[src/verilog/mlr_pkg.sv]
// mlr_pkg: shared constants and types of the move/logic/rotate/skip unit.
// assumes: included first; no tool switches needed.
package mlr_pkg;

    // ----------------------------------------------------------------
    // operation codes, delivered already decoded by the fetch stage
    // ----------------------------------------------------------------
    typedef enum logic [4:0] {
        OP_IDLE_INSTRUCTION  = 5'h00,
        OP_COPY_MEM_TO_W     = 5'h01,
        OP_COPY_IMM_TO_W     = 5'h02,
        OP_COPY_W_TO_MEM     = 5'h03,
        OP_OR_MEM            = 5'h04,
        OP_OR_IMM            = 5'h05,
        OP_OR_INTO_MEMORY    = 5'h06,
        OP_SUBROUTINE_EXIT   = 5'h07,
        OP_SUB_EXIT_VALUE    = 5'h08,
        OP_INTERRUPT_EXIT    = 5'h09,
        OP_ROT_L             = 5'h0A,
        OP_ROT_L_W           = 5'h0B,
        OP_ROT_LC            = 5'h0C,
        OP_ROT_LC_W          = 5'h0D,
        OP_ROT_R             = 5'h0E,
        OP_ROT_R_W           = 5'h0F,
        OP_ROT_RC            = 5'h10,
        OP_ROT_RC_W          = 5'h11,
        OP_SUB_BORROW        = 5'h12,
        OP_SUB_BORROW_MEM    = 5'h13,
        OP_DEC_SKIP_ZERO     = 5'h14,
        OP_DEC_W_SKIP_ZERO   = 5'h15
    } mlr_op_t;

    // ----------------------------------------------------------------
    // execution state, one-hot
    // ----------------------------------------------------------------
    typedef enum logic [1:0] {
        ST_READY = 2'b01,
        ST_DUMMY = 2'b10
    } mlr_state_t;

    // ----------------------------------------------------------------
    // status flag positions
    // ----------------------------------------------------------------
    localparam int FLAG_W        = 4;
    localparam int FLAG_C        = 0;
    localparam int FLAG_AC       = 1;
    localparam int FLAG_Z        = 2;
    localparam int FLAG_OV       = 3;
    localparam int BYTE_MSB      = 7;
    localparam int NIB_W         = 4;

    // ----------------------------------------------------------------
    // apb register map (byte addresses)
    // ----------------------------------------------------------------
    localparam int        ADDR_W       = 8;
    localparam logic [7:0] REG_CTRL    = 8'h00;
    localparam logic [7:0] REG_STATUS  = 8'h04;
    localparam logic [7:0] REG_ACC     = 8'h08;
    localparam logic [7:0] REG_FLAGS   = 8'h0C;
    localparam logic [7:0] REG_PC      = 8'h10;
    localparam int CTRL_RUN      = 0;
    localparam int CTRL_GIE      = 1;
    localparam int STAT_READY    = 0;
    localparam int STAT_DUMMY    = 1;
    localparam int STAT_GIE      = 2;

    // ----------------------------------------------------------------
    // reset values
    // ----------------------------------------------------------------
    localparam logic [7:0] ACC_RST   = 8'h00;
    localparam logic [3:0] FLAGS_RST = 4'h0;
    localparam logic       RUN_RST   = 1'b1;
    localparam logic       GIE_RST   = 1'b0;

endpackage : mlr_pkg
[src/verilog/mlr_alu.sv]
// mlr_alu: combinational datapath for the move/or/rotate/subtract ops.
// assumes: operand byte is the addressed data memory byte, same cycle.
`timescale 1ns/1ps
`default_nettype none
module mlr_alu
    import mlr_pkg::*;
(
    input  wire mlr_pkg::mlr_op_t op,          // decoded operation
    input  wire logic [7:0]       acc,         // working register
    input  wire logic [7:0]       mem,         // addressed memory byte
    input  wire logic [7:0]       imm,         // instruction constant
    input  wire logic [3:0]       flags_in,    // current flags
    output var  logic [7:0]       result,      // value to store
    output var  logic [3:0]       flags_out,   // flags after op
    output var  logic             w_we,        // result to working reg
    output var  logic             m_we,        // result to memory
    output var  logic             zero_skip    // decrement result is zero
);
    // ----------------------------------------------------------------
    // subtract with borrow: acc + ~mem + carry
    // ----------------------------------------------------------------
    wire logic       c_in   = flags_in[FLAG_C];
    wire logic [7:0] mem_n  = ~mem;
    wire logic [4:0] lo_sum = {1'b0, acc[3:0]} + {1'b0, mem_n[3:0]}
                              + {4'h0, c_in};
    wire logic [3:0] hi7    = {1'b0, acc[6:4]} + {1'b0, mem_n[6:4]}
                              + {3'h0, lo_sum[NIB_W]};
    wire logic [8:0] full   = {1'b0, acc} + {1'b0, mem_n} + {8'h00, c_in};
    wire logic [7:0] dec    = mem - 8'h01;

    always_comb
    begin
        result    = acc;
        flags_out = flags_in;
        w_we      = 1'b0;
        m_we      = 1'b0;
        zero_skip = 1'b0;
        case (op)
            OP_COPY_MEM_TO_W:
            begin
                result = mem; w_we = 1'b1;
            end
            OP_COPY_IMM_TO_W, OP_SUB_EXIT_VALUE:
            begin
                result = imm; w_we = 1'b1;
            end
            OP_COPY_W_TO_MEM:
            begin
                result = acc; m_we = 1'b1;
            end
            OP_OR_MEM, OP_OR_IMM, OP_OR_INTO_MEMORY:
            begin
                result = acc | ((op == OP_OR_IMM) ? imm : mem);
                w_we   = (op != OP_OR_INTO_MEMORY);
                m_we   = (op == OP_OR_INTO_MEMORY);
                flags_out[FLAG_Z] = (result == 8'h00);
            end
            OP_ROT_L, OP_ROT_L_W:
            begin
                result = {mem[6:0], mem[BYTE_MSB]};
                w_we   = (op == OP_ROT_L_W);
                m_we   = (op == OP_ROT_L);
            end
            OP_ROT_LC, OP_ROT_LC_W:
            begin
                result = {mem[6:0], c_in};
                flags_out[FLAG_C] = mem[BYTE_MSB];
                w_we   = (op == OP_ROT_LC_W);
                m_we   = (op == OP_ROT_LC);
            end
            OP_ROT_R, OP_ROT_R_W:
            begin
                result = {mem[0], mem[BYTE_MSB:1]};
                w_we   = (op == OP_ROT_R_W);
                m_we   = (op == OP_ROT_R);
            end
            OP_ROT_RC, OP_ROT_RC_W:
            begin
                result = {c_in, mem[BYTE_MSB:1]};
                flags_out[FLAG_C] = mem[0];
                w_we   = (op == OP_ROT_RC_W);
                m_we   = (op == OP_ROT_RC);
            end
            OP_SUB_BORROW, OP_SUB_BORROW_MEM:
            begin
                result = full[7:0];
                flags_out[FLAG_C]  = full[8];
                flags_out[FLAG_AC] = lo_sum[NIB_W];
                flags_out[FLAG_Z]  = (full[7:0] == 8'h00);
                // overflow: carry into msb differs from carry out
                flags_out[FLAG_OV] = hi7[3] ^ full[8];
                w_we   = (op == OP_SUB_BORROW);
                m_we   = (op == OP_SUB_BORROW_MEM);
            end
            OP_DEC_SKIP_ZERO, OP_DEC_W_SKIP_ZERO:
            begin
                result    = dec;
                zero_skip = (dec == 8'h00);
                w_we      = (op == OP_DEC_W_SKIP_ZERO);
                m_we      = (op == OP_DEC_SKIP_ZERO);
            end
            default:
            begin
                result = acc;
            end
        endcase
    end
endmodule // mlr_alu
`default_nettype wire

[src/verilog/mlr_exec.sv]
// mlr_exec: execution unit for moves, or, returns, rotates, subtract
// with borrow and decrement-skip, with an apb window on its state.
// assumes: memory byte and stack top arrive combinationally on pclk;
// the return stack pops on stack_pop; memory writes on mem_we.
//
// Function
// - copy memory to working register, flags kept
// - copy immediate to working register, flags kept
// - copy working register to memory, flags kept
// - idle instruction only advances program counter
// - or into working register, zero flag only
// - or into memory, zero flag only
// - subroutine exit pops pc, two cycles
// - exit with value also loads working register
// - interrupt exit pops pc, sets interrupt enable
// - rotate memory left in place, no flags
// - rotate left into working register, no flags
// - rotate left through carry into memory
// - rotate left through carry into working register
// - rotate memory right in place, no flags
// - rotate right into working register, no flags
// - rotate right through carry into memory
// - rotate right through carry into working register
// - subtract with borrow into working register
// - subtract with borrow into memory
// - decrement memory, skip next when zero
// - decrement into working register, skip when zero
// - skip discards prefetch, adds dummy cycle
//
// Implementation choices: the register addresses and the APB interface to the registers.
`timescale 1ns/1ps
`default_nettype none
module mlr_exec
    import mlr_pkg::*;
#(
    parameter int PC_W = 11                          // program counter width
)(
    input  wire logic                   pclk,        // system clock
    input  wire logic                   presetn,     // async reset, low
    // apb slave
    input  wire logic                   psel,        // slave select
    input  wire logic                   penable,     // access phase
    input  wire logic                   pwrite,      // write when high
    input  wire logic [31:0]            paddr,       // byte address
    input  wire logic [31:0]            pwdata,      // write data
    output var  logic [31:0]            prdata,      // read data
    output var  logic                   pready,      // transfer done
    output var  logic                   pslverr,     // unmapped address
    // instruction side
    input  wire logic                   instr_valid, // op offered
    input  wire mlr_pkg::mlr_op_t       instr_op,    // decoded op
    input  wire logic [7:0]             instr_imm,   // immediate byte
    output var  logic                   instr_ready, // op taken at edge
    // data memory and stack
    input  wire logic [7:0]             mem_rdata,   // addressed byte
    output var  logic                   mem_we,      // write pulse
    output var  logic [7:0]             mem_wdata,   // write byte
    input  wire logic [PC_W-1:0]        stack_top,   // return address
    output var  logic                   stack_pop,   // pop pulse
    // core state
    output var  logic [PC_W-1:0]        pc,          // program counter
    output var  logic [7:0]             acc,         // working register
    output var  logic [3:0]             flags,       // ov z ac c
    output var  logic                   gie          // interrupt enable
);
    import mlr_pkg::*;

    // ----------------------------------------------------------------
    // decode helpers
    // ----------------------------------------------------------------
    function automatic logic is_exit(input mlr_op_t o);
        is_exit = (o == OP_SUBROUTINE_EXIT) || (o == OP_SUB_EXIT_VALUE)
                  || (o == OP_INTERRUPT_EXIT);
    endfunction

    function automatic logic is_skip_op(input mlr_op_t o);
        is_skip_op = (o == OP_DEC_SKIP_ZERO) || (o == OP_DEC_W_SKIP_ZERO);
    endfunction

    localparam logic [PC_W-1:0] PC_ONE = PC_W'(1);
    localparam logic [PC_W-1:0] PC_TWO = PC_W'(2);
    localparam logic [PC_W-1:0] PC_RST = '0;

    // ----------------------------------------------------------------
    // state
    // ----------------------------------------------------------------
    mlr_state_t        state_q, state_d;
    logic [PC_W-1:0]   pc_q, pc_d;
    logic [7:0]        acc_q, acc_d;
    logic [3:0]        flags_q, flags_d;
    logic              gie_q, gie_d;
    logic              run_q, run_d;
    logic              ready_q;
    logic              mem_we_q;
    logic [7:0]        mem_wdata_q;
    logic              pop_q;
    logic [31:0]       prdata_q;
    logic              pready_q;
    logic              pslverr_q;

    // ----------------------------------------------------------------
    // datapath
    // ----------------------------------------------------------------
    logic [7:0] alu_res;
    logic [3:0] alu_flags;
    logic       alu_w_we;
    logic       alu_m_we;
    logic       alu_zero;

    mlr_alu u_alu (
        .op        (instr_op),
        .acc       (acc_q),
        .mem       (mem_rdata),
        .imm       (instr_imm),
        .flags_in  (flags_q),
        .result    (alu_res),
        .flags_out (alu_flags),
        .w_we      (alu_w_we),
        .m_we      (alu_m_we),
        .zero_skip (alu_zero)
    );

    // ----------------------------------------------------------------
    // instruction acceptance and sequencing
    // ----------------------------------------------------------------
    wire logic accept   = instr_valid & ready_q;
    wire logic op_exit  = is_exit(instr_op);
    wire logic op_skip  = is_skip_op(instr_op) & alu_zero;
    // the prefetched word is dropped by spending one dummy cycle
    wire logic two_cyc  = op_exit | op_skip;

    // ----------------------------------------------------------------
    // apb decode
    // ----------------------------------------------------------------
    wire logic [ADDR_W-1:0] reg_addr = paddr[ADDR_W-1:0];
    wire logic              hi_zero  = (paddr[31:ADDR_W] == '0);
    wire logic              setup    = psel & ~penable;
    wire logic              wr_acc   = psel & penable & pready_q
                                       & pwrite & ~pslverr_q;
    wire logic              wr_ctrl  = wr_acc & (reg_addr == REG_CTRL);
    wire logic              wr_accum = wr_acc & (reg_addr == REG_ACC);
    wire logic              wr_flags = wr_acc & (reg_addr == REG_FLAGS);

    logic [31:0] rd_mux;
    logic        rd_hit;
    always_comb
    begin
        rd_mux = 32'h0000_0000;
        rd_hit = hi_zero;
        if (reg_addr == REG_CTRL)
            rd_mux = {30'h0, gie_q, run_q};
        else if (reg_addr == REG_STATUS)
            rd_mux = {29'h0, gie_q, state_q == ST_DUMMY, ready_q};
        else if (reg_addr == REG_ACC)
            rd_mux = {24'h0, acc_q};
        else if (reg_addr == REG_FLAGS)
            rd_mux = {28'h0, flags_q};
        else if (reg_addr == REG_PC)
            rd_mux = {{(32-PC_W){1'b0}}, pc_q};
        else
            rd_hit = 1'b0;
    end

    // ----------------------------------------------------------------
    // next-state logic
    // ----------------------------------------------------------------
    always_comb
    begin
        state_d = state_q;
        pc_d    = pc_q;
        acc_d   = wr_accum ? pwdata[7:0] : acc_q;
        flags_d = wr_flags ? pwdata[FLAG_W-1:0] : flags_q;
        run_d   = wr_ctrl ? pwdata[CTRL_RUN] : run_q;
        gie_d   = wr_ctrl ? pwdata[CTRL_GIE] : gie_q;
        case (state_q)
            ST_READY:
            begin
                if (accept)
                begin
                    if (op_exit)
                        pc_d = stack_top;
                    else if (op_skip)
                        pc_d = pc_q + PC_TWO;
                    else
                        pc_d = pc_q + PC_ONE;
                    if (alu_w_we)
                        acc_d = alu_res;
                    flags_d = alu_flags;
                    // hardware set beats a software clear
                    if (instr_op == OP_INTERRUPT_EXIT)
                        gie_d = 1'b1;
                    if (two_cyc)
                        state_d = ST_DUMMY;
                end
            end
            ST_DUMMY:
            begin
                state_d = ST_READY;
            end
            default:
            begin
                state_d = ST_READY;
            end
        endcase
    end

    // ----------------------------------------------------------------
    // registers
    // ----------------------------------------------------------------
    always_ff @(posedge pclk or negedge presetn)
    begin
        if (!presetn)
        begin
            state_q <= ST_READY;
            pc_q    <= PC_RST;
            acc_q   <= ACC_RST;
            flags_q <= FLAGS_RST;
            gie_q   <= GIE_RST;
            run_q   <= RUN_RST;
            ready_q <= 1'b0;
        end
        else
        begin
            state_q <= state_d;
            pc_q    <= pc_d;
            acc_q   <= acc_d;
            flags_q <= flags_d;
            gie_q   <= gie_d;
            run_q   <= run_d;
            ready_q <= (state_d == ST_READY) & run_d;
        end
    end

    always_ff @(posedge pclk or negedge presetn)
    begin
        if (!presetn)
        begin
            mem_we_q    <= 1'b0;
            mem_wdata_q <= 8'h00;
            pop_q       <= 1'b0;
        end
        else
        begin
            mem_we_q    <= accept & alu_m_we;
            // zero between writes keeps the write bus quiet
            mem_wdata_q <= (accept & alu_m_we) ? alu_res : 8'h00;
            pop_q       <= accept & op_exit;
        end
    end

    // one wait-free access phase after every setup
    always_ff @(posedge pclk or negedge presetn)
    begin
        if (!presetn)
        begin
            prdata_q  <= 32'h0000_0000;
            pready_q  <= 1'b0;
            pslverr_q <= 1'b0;
        end
        else
        begin
            pready_q  <= setup;
            pslverr_q <= setup & ~rd_hit;
            prdata_q  <= (setup & ~pwrite) ? rd_mux : 32'h0000_0000;
        end
    end

    // ----------------------------------------------------------------
    // outputs
    // ----------------------------------------------------------------
    assign prdata      = prdata_q;
    assign pready      = pready_q;
    assign pslverr     = pslverr_q;
    assign instr_ready = ready_q;
    assign mem_we      = mem_we_q;
    assign mem_wdata   = mem_wdata_q;
    assign stack_pop   = pop_q;
    assign pc          = pc_q;
    assign acc         = acc_q;
    assign flags       = flags_q;
    assign gie         = gie_q;

endmodule // mlr_exec
`default_nettype wire

[config.mk]
export PLATFORM = sky130hd
export DESIGN_NAME = mlr_exec
export DESIGN_NICKNAME = d
export VERILOG_FILES = /design/src/verilog/mlr_pkg.sv /design/src/verilog/mlr_alu.sv /design/src/verilog/mlr_exec.sv
export SDC_FILE = /design/constraint.sdc
export NUM_CORES = 1
export LEC_CHECK = 0
export BUFFER_PORTS_ARGS = -buffer_cell sky130_fd_sc_hd__buf_2
export CAP_MARGIN = 20
export CORE_MARGIN = 5
export CORE_UTILIZATION = 35
export CTS_CLUSTER_SIZE = 16
export DETAILED_ROUTE_END_ITERATION = 7
export PLACE_DENSITY_LB_ADDON = 0.3
export SLEW_MARGIN = 25
export SYNTH_ARGS = -nofsm -noshare
export SYNTH_HDL_FRONTEND = slang
export SYNTH_SLANG_ARGS = --single-unit
[constraint.sdc]
create_clock -name pclk -period 5.05 [get_ports pclk]
set_input_delay 0.7575 -clock pclk [delete_from_list [all_inputs] [get_ports pclk]]
set_output_delay 0.7575 -clock pclk [all_outputs]
set_load 0.01 [all_outputs]
# Yosys cells after proc, flatten, opt, wreduce, memory -nomap -nowiden
# Cells that the tools add are included.
# Widths: inputs -> output; s select.
# classes
add_sub_neg	9
eq_ne	32
n_mux	38
bitwise_logic	23
reduce_logical	18
# op_table
operator	count
$pmux 8 s9	1
$mux 11	6
$mux 32	2
$mux 8	6
$eq 5x4->1 const B	8
$logic_not 8->1	4
$eq 5x5->1 const B	6
$logic_not 24->1	1
$eq 5x3->1 const B	4
$eq 8x4->1 const B	2
$pmux 1 s8	2
$and 1x1->1	15
$reduce_or 2->1	7
$mux 1	13
$mux 4	3
$add 11x1->11 const B	1
$add 11x2->11 const B	1
$eq 5x2->1 const B	2
$add 8x8->9	1
$add 9x1->9	1
$eq 8x3->1 const B	1
$eq 8x5->1 const B	1
$not 8->8	1
$or 8x8->8	1
21 further kinds	30
# totals
ff_bits	72
inputBits	102
output_inout_bits	69
wordCells	135

# Logic depth before layout (Yosys ltp)
# depth
word_depth	10
depth_mapped	12
ltp_nobuf	12

# Hierarchy
# A second synthesis with hierarchy kept.
# hier_totals
hier_cells	522
area_unflattened_um2	4337.9
# by_module_without_submodules
mod	instances	cells_each	area_per_inst_um2
mlr_exec	1	292	2790.2
mlr_alu	1	230	1547.7

# Least setup slack after synthesis
# Ideal clock, no wire load.
# synth_path
path_kind	input to register
start	input mem_rdata[0]
end	register flags_q[2], in the netlist flags[2]
arrival_ns	3.370
t_required_ns	4.973
slack_ns	1.603
path_stages	10
cell_sequence	inv_1 -> fa_1 -> fa_1 -> a21oi_1 -> o21bai_1 -> fa_1 -> nor4_1 -> nand3_1 -> or4b_1 -> a21oi_1
# synth_between
elab_chain_cells	7
# synth_lines
element	line	rtl
start: declaration	mlr_exec.sv:55	input wire logic [7:0] mem_rdata,
$not 8->8	mlr_alu.sv:23	wire logic [7:0] mem_n = ~mem;
$add 8x8->9	mlr_alu.sv:28	wire logic [8:0] full = {1'b0, acc} + {1'b0, mem_n} + {8'h00, c_in};
$add 9x1->9	mlr_alu.sv:28	
$logic_not 8->1	mlr_alu.sv:89	flags_out[FLAG_Z] = (full[7:0] == 8'h00);
$pmux 1 s2 *	mlr_alu.sv:38	case (op)
$mux 4 *	mlr_exec.sv:178	if (accept)
$mux 4 *	mlr_exec.sv:175	case (state_q)
end signal: assignment	mlr_exec.sv:227	flags_q <= flags_d;
end: declaration	mlr_exec.sv:90	logic [3:0] flags_q, flags_d;
# Mark *: on every way between the ends. The rest lies on a longest branch, timed or not.
# A chain may end at the register's enable or synchronous reset.

# Worst setup path after layout
# layout_path
start	input mem_rdata[0]
end	register acc_q[4], in the netlist acc[4]
# layout_between
elab_chain_cells	7
# layout_lines
element	line	rtl
$not 8->8	mlr_alu.sv:23	
$add 8x8->9	mlr_alu.sv:28	
$add 9x1->9	mlr_alu.sv:28	
$pmux 8 s9 *	mlr_alu.sv:38	
$mux 8 *	mlr_exec.sv:186	if (alu_w_we)
$mux 8 *	mlr_exec.sv:178	
$mux 8 *	mlr_exec.sv:175	
via acc_d[4]	mlr_exec.sv:89	logic [7:0] acc_q, acc_d;
end signal: assignment	mlr_exec.sv:216	acc_q <= ACC_RST;
end signal: assignment	mlr_exec.sv:226	acc_q <= acc_d;
end: declaration	mlr_exec.sv:89	
# The timed path passes the listed nets; every way through them passes the cells marked *.

==> summary.md <==
| Metric | Value |
|---|---|
| Setup violations, final | 0 |
| Starting Density | between 30 and 40% |
| Xor/xnor share of the synthesized area | 2.23% |
| # H-tree levels | 2 |
| Largest family of logic cells by synthesized area | simple AND/OR/NAND/NOR gates |
| Post-Syn Area | 4310 sq um |
| Adder-cell share of the synthesized area | 4.58% |
| Seq/Total Area, Yosys | between 20% and 30% |
| Worst Hold Class | input port to async pin |
| FF-to-FF End | acc[4] |
| CP startpoint kind | input port |
| Reg2reg start | acc[0] |
| Sequential cell area | around 1300 sq um |
| Avg Inst Size Synth | ~8.3 sq um |
| Slew @ Worst Pin | between 0.8 and 0.9 ns |
| Boundary Pins | 171 |
| DR WL/cell | between 15 and 20 um |
| PD cells | between 150 and 200 nW/um^2 |
| Fmax | approximately 0.27 GHz |
| Final slew viol count | 0 |
| Status | finished, final reports clean |
| Worst path bufs/invs | 2 |
| Area of the multi-input gates | about 2700 sq um |
| Maxcap violations | 0 |
| RSZ-0062 raised after global routing | no |
| Area grow syn2layout | 18.8% |
| Number of global-route vias before repair | between 4000 and 5000 |
| # DRC | 0 |
| Crit Path Category | input port to flop |
| TritonCTS clock tree | built |
| CTS Buffer Depth | 2 |
| Crit. path cell count | 13 |
| #FFs+latches synth | 51 |
| Netlist cell types | 79 |
| Worst path required time | 5.21 ns |
| Cell count after placement | approximately 790 |
| First-pass GRT wire length | about 24000 um |
| Largest net degree at the start of global routing | 52 |
| Slowest-stage cell, CP | fa_1 |
| IO Port Bufs | 125 |
| Tmin final | 3.77 ns |
| Final cycle utilization of the critical path | approximately 75% |
| Final hold vios | 0 |
| Remaining global-route overflow | 0 |
| Slew headroom | about 44% |
| Post-DP HPWL | between 10000 and 15000 um |
| Num CTS Buffers | 5 |
| Share of cells above drive strength 1 | approximately 27% |
| Antenna violations before repair | 0 |
| Crit path top cell by count | fa_1 |
| Number of enable flip-flop cells after synthesis | 0 |
| # Post-CTS Setup Buffers | 0 |
| Crit path max-delay family | adder cells |
| Yosys warning count | 0 |
| Cts hold-fix bufs | 0 |
| Nets | between 700 and 800 |
| Clock sink count | slightly above 50 |
| Post-cts resize count | 0 |
| Routability Congestion | 0.952 |
| Layout filler cell count | 1243 |
| Multiplexer share of the synthesized area | under 10% |
| CTS clk-pin slew, worst paths | 0.07 ns |
| DRT Wirelength | between 15000 and 20000 um |
| Worst hold margin | ~0.57 ns |
| CP arrival | ~3.9 ns |
| Ant. Diodes | 0 |
| Gate Count Post-Synth | between 500 and 600 |
| Register-to-Register Path Depth | 11 |
| Die Area | between 10000 and 15000 sq um |
| Root Buffer | clkbuf_16 |
| CP endpoint kind | flop |
| Simple-gate share of the synthesized area | around a quarter |
| Crit-path max cell delay | 0.49 ns |
| Peak supply drop | ~0.00012 V |
| Leak Pwr | approximately 0.0024 uW |
| Core Region | 12100 sq um |
| Vias | 4597 |
| Clock Latency Late Sink | about 0.3 ns |
| Vias per inst | 5.78 |
| Fraction of registers with async set/reset | 100% |
| Number of rows in the core area | 40 |
| Compound-cell area share of the yosys netlist | 24.3% |
| ANT nets after route | 0 |
| DR iter-0 viols | approximately 480 |
| Die Ht | between 100 and 150 um |
| Die width | 121 um |
| Setup_tns | 0 ns |
| Worst Path Max Fanout | 9 |
| Critical path cell sequence | buf_2, inv_1, fa_1, fa_1, a21oi_1, o21bai_1, fa_1, mux2i_1, nor3_1, a221oi_1, o211ai_1, a21oi_1, o21ai_1 |
| R2R Setup Slk | around 1.6 ns |
| Drt pass-1 iters | 8 |
| Worst-case clock skew | 0.00879 ns |
| Dominant synthesized flop cell | dfrtp_1 |
| GRT Util Overall | 20.5% |
| Layout Cells excl Fill | 796 |
[placed cells by master, fill, tap and decap left out, types with 11 or more instances in the layout]
cell type	n
buf_2	125
dfrtp_1	49
nor2_1	46
nand2_1	38
o21ai_0	32
a21oi_1	28
inv_1	23
conb_1	21
nand3_1	20
a22oi_1	18
nor3_1	14
ha_1	11
[layer usage]
metal	part of all wire, %	GRT usage, %
met1	43	28.6
met2	48	33.8
met3	7.7	2.80
met4	1.7	4.67
met5	0	0
[how the worst max path moves through the flow]
stage                       from  endpoint
floorplan           mem_rdata[0]  flags[2]
finish              mem_rdata[0]    acc[4]
detailed placement  mem_rdata[0]    acc[4]
global placement    mem_rdata[0]    acc[4]
global route        mem_rdata[0]    acc[4]
CTS                 mem_rdata[0]    acc[4]
[registers in the layout, summed over array words and instances, names as in the netlist]
name,cells
acc,8
flags,4
gie,1
instr_ready,1
mem_wdata,8
mem_we,1
pc,11
prdata,11
pready,1
pslverr,1
run_q,1
stack_pop,1
state_q,2
[final cells by class]
type,instances,share of cell area [%]
clock inverters,3,0.904
flip-flops and latches,51,25.0
well taps,168,4.10
clock buffers,5,2.44
inverters,23,1.69
multi-input cells,417,53.1
repair buffers,129,12.8
[kinds of logic after synthesis]
logic type,count (synthesis)
fa+ha+maj,14
xor+xnor,11
other cells,1
compound gates,151
mux,20
flops,51
buf+inv,70
simple gates,200
[synthesized netlist by cell type, drive strengths merged, types with 4 or more instances]
cell / number / area, sq um
a2111oi: 4 / 35.0
a21o: 5 / 37.5
a21oi: 29 / 145
a221oi: 4 / 35.0
a22o: 5 / 46.3
a22oi: 18 / 135
a32oi: 4 / 35.0
and2: 10 / 62.6
and3: 5 / 31.3
buf: 35 / 263
clkbuf: 12 / 51.3
dfrtp: 49 / 1230
ha: 11 / 138
inv: 23 / 86.3
mux2: 10 / 113
mux2i: 10 / 104
nand2: 38 / 143
nand2b: 11 / 71.3
nand3: 20 / 100
nand4: 8 / 50.1
nor2: 46 / 173
nor2b: 4 / 25.0
nor3: 16 / 90.1
nor4: 10 / 62.6
o211ai: 10 / 75.1
o21a: 4 / 30.0
o21ai: 33 / 165
o21bai: 4 / 30.0
or3: 7 / 50.1
or3b: 4 / 35.0
or4: 4 / 30.0
xnor2: 6 / 52.6
xor2: 5 / 43.8
[report_power, final]
part           switching, uW  total [uW]  internal (uW)
registers               5.51         417            411
clock network            159         394            236
logic                    129         201           72.3
[stage by stage]
step                      instance area [sq um]  power (uW)  util (%)  worst slack [ns]
after floorplan                            4390         549         -              1.60
after global placement                     4950         620      41.0              1.04
after detailed placement                   4950         622      41.0             0.957
after CTS                                  5120        1010      42.4              1.27
after global routing                       5120        1050      42.5              1.07
final                                      5120        1010      42.5              1.28
Power figures use the tool's default switching activity.
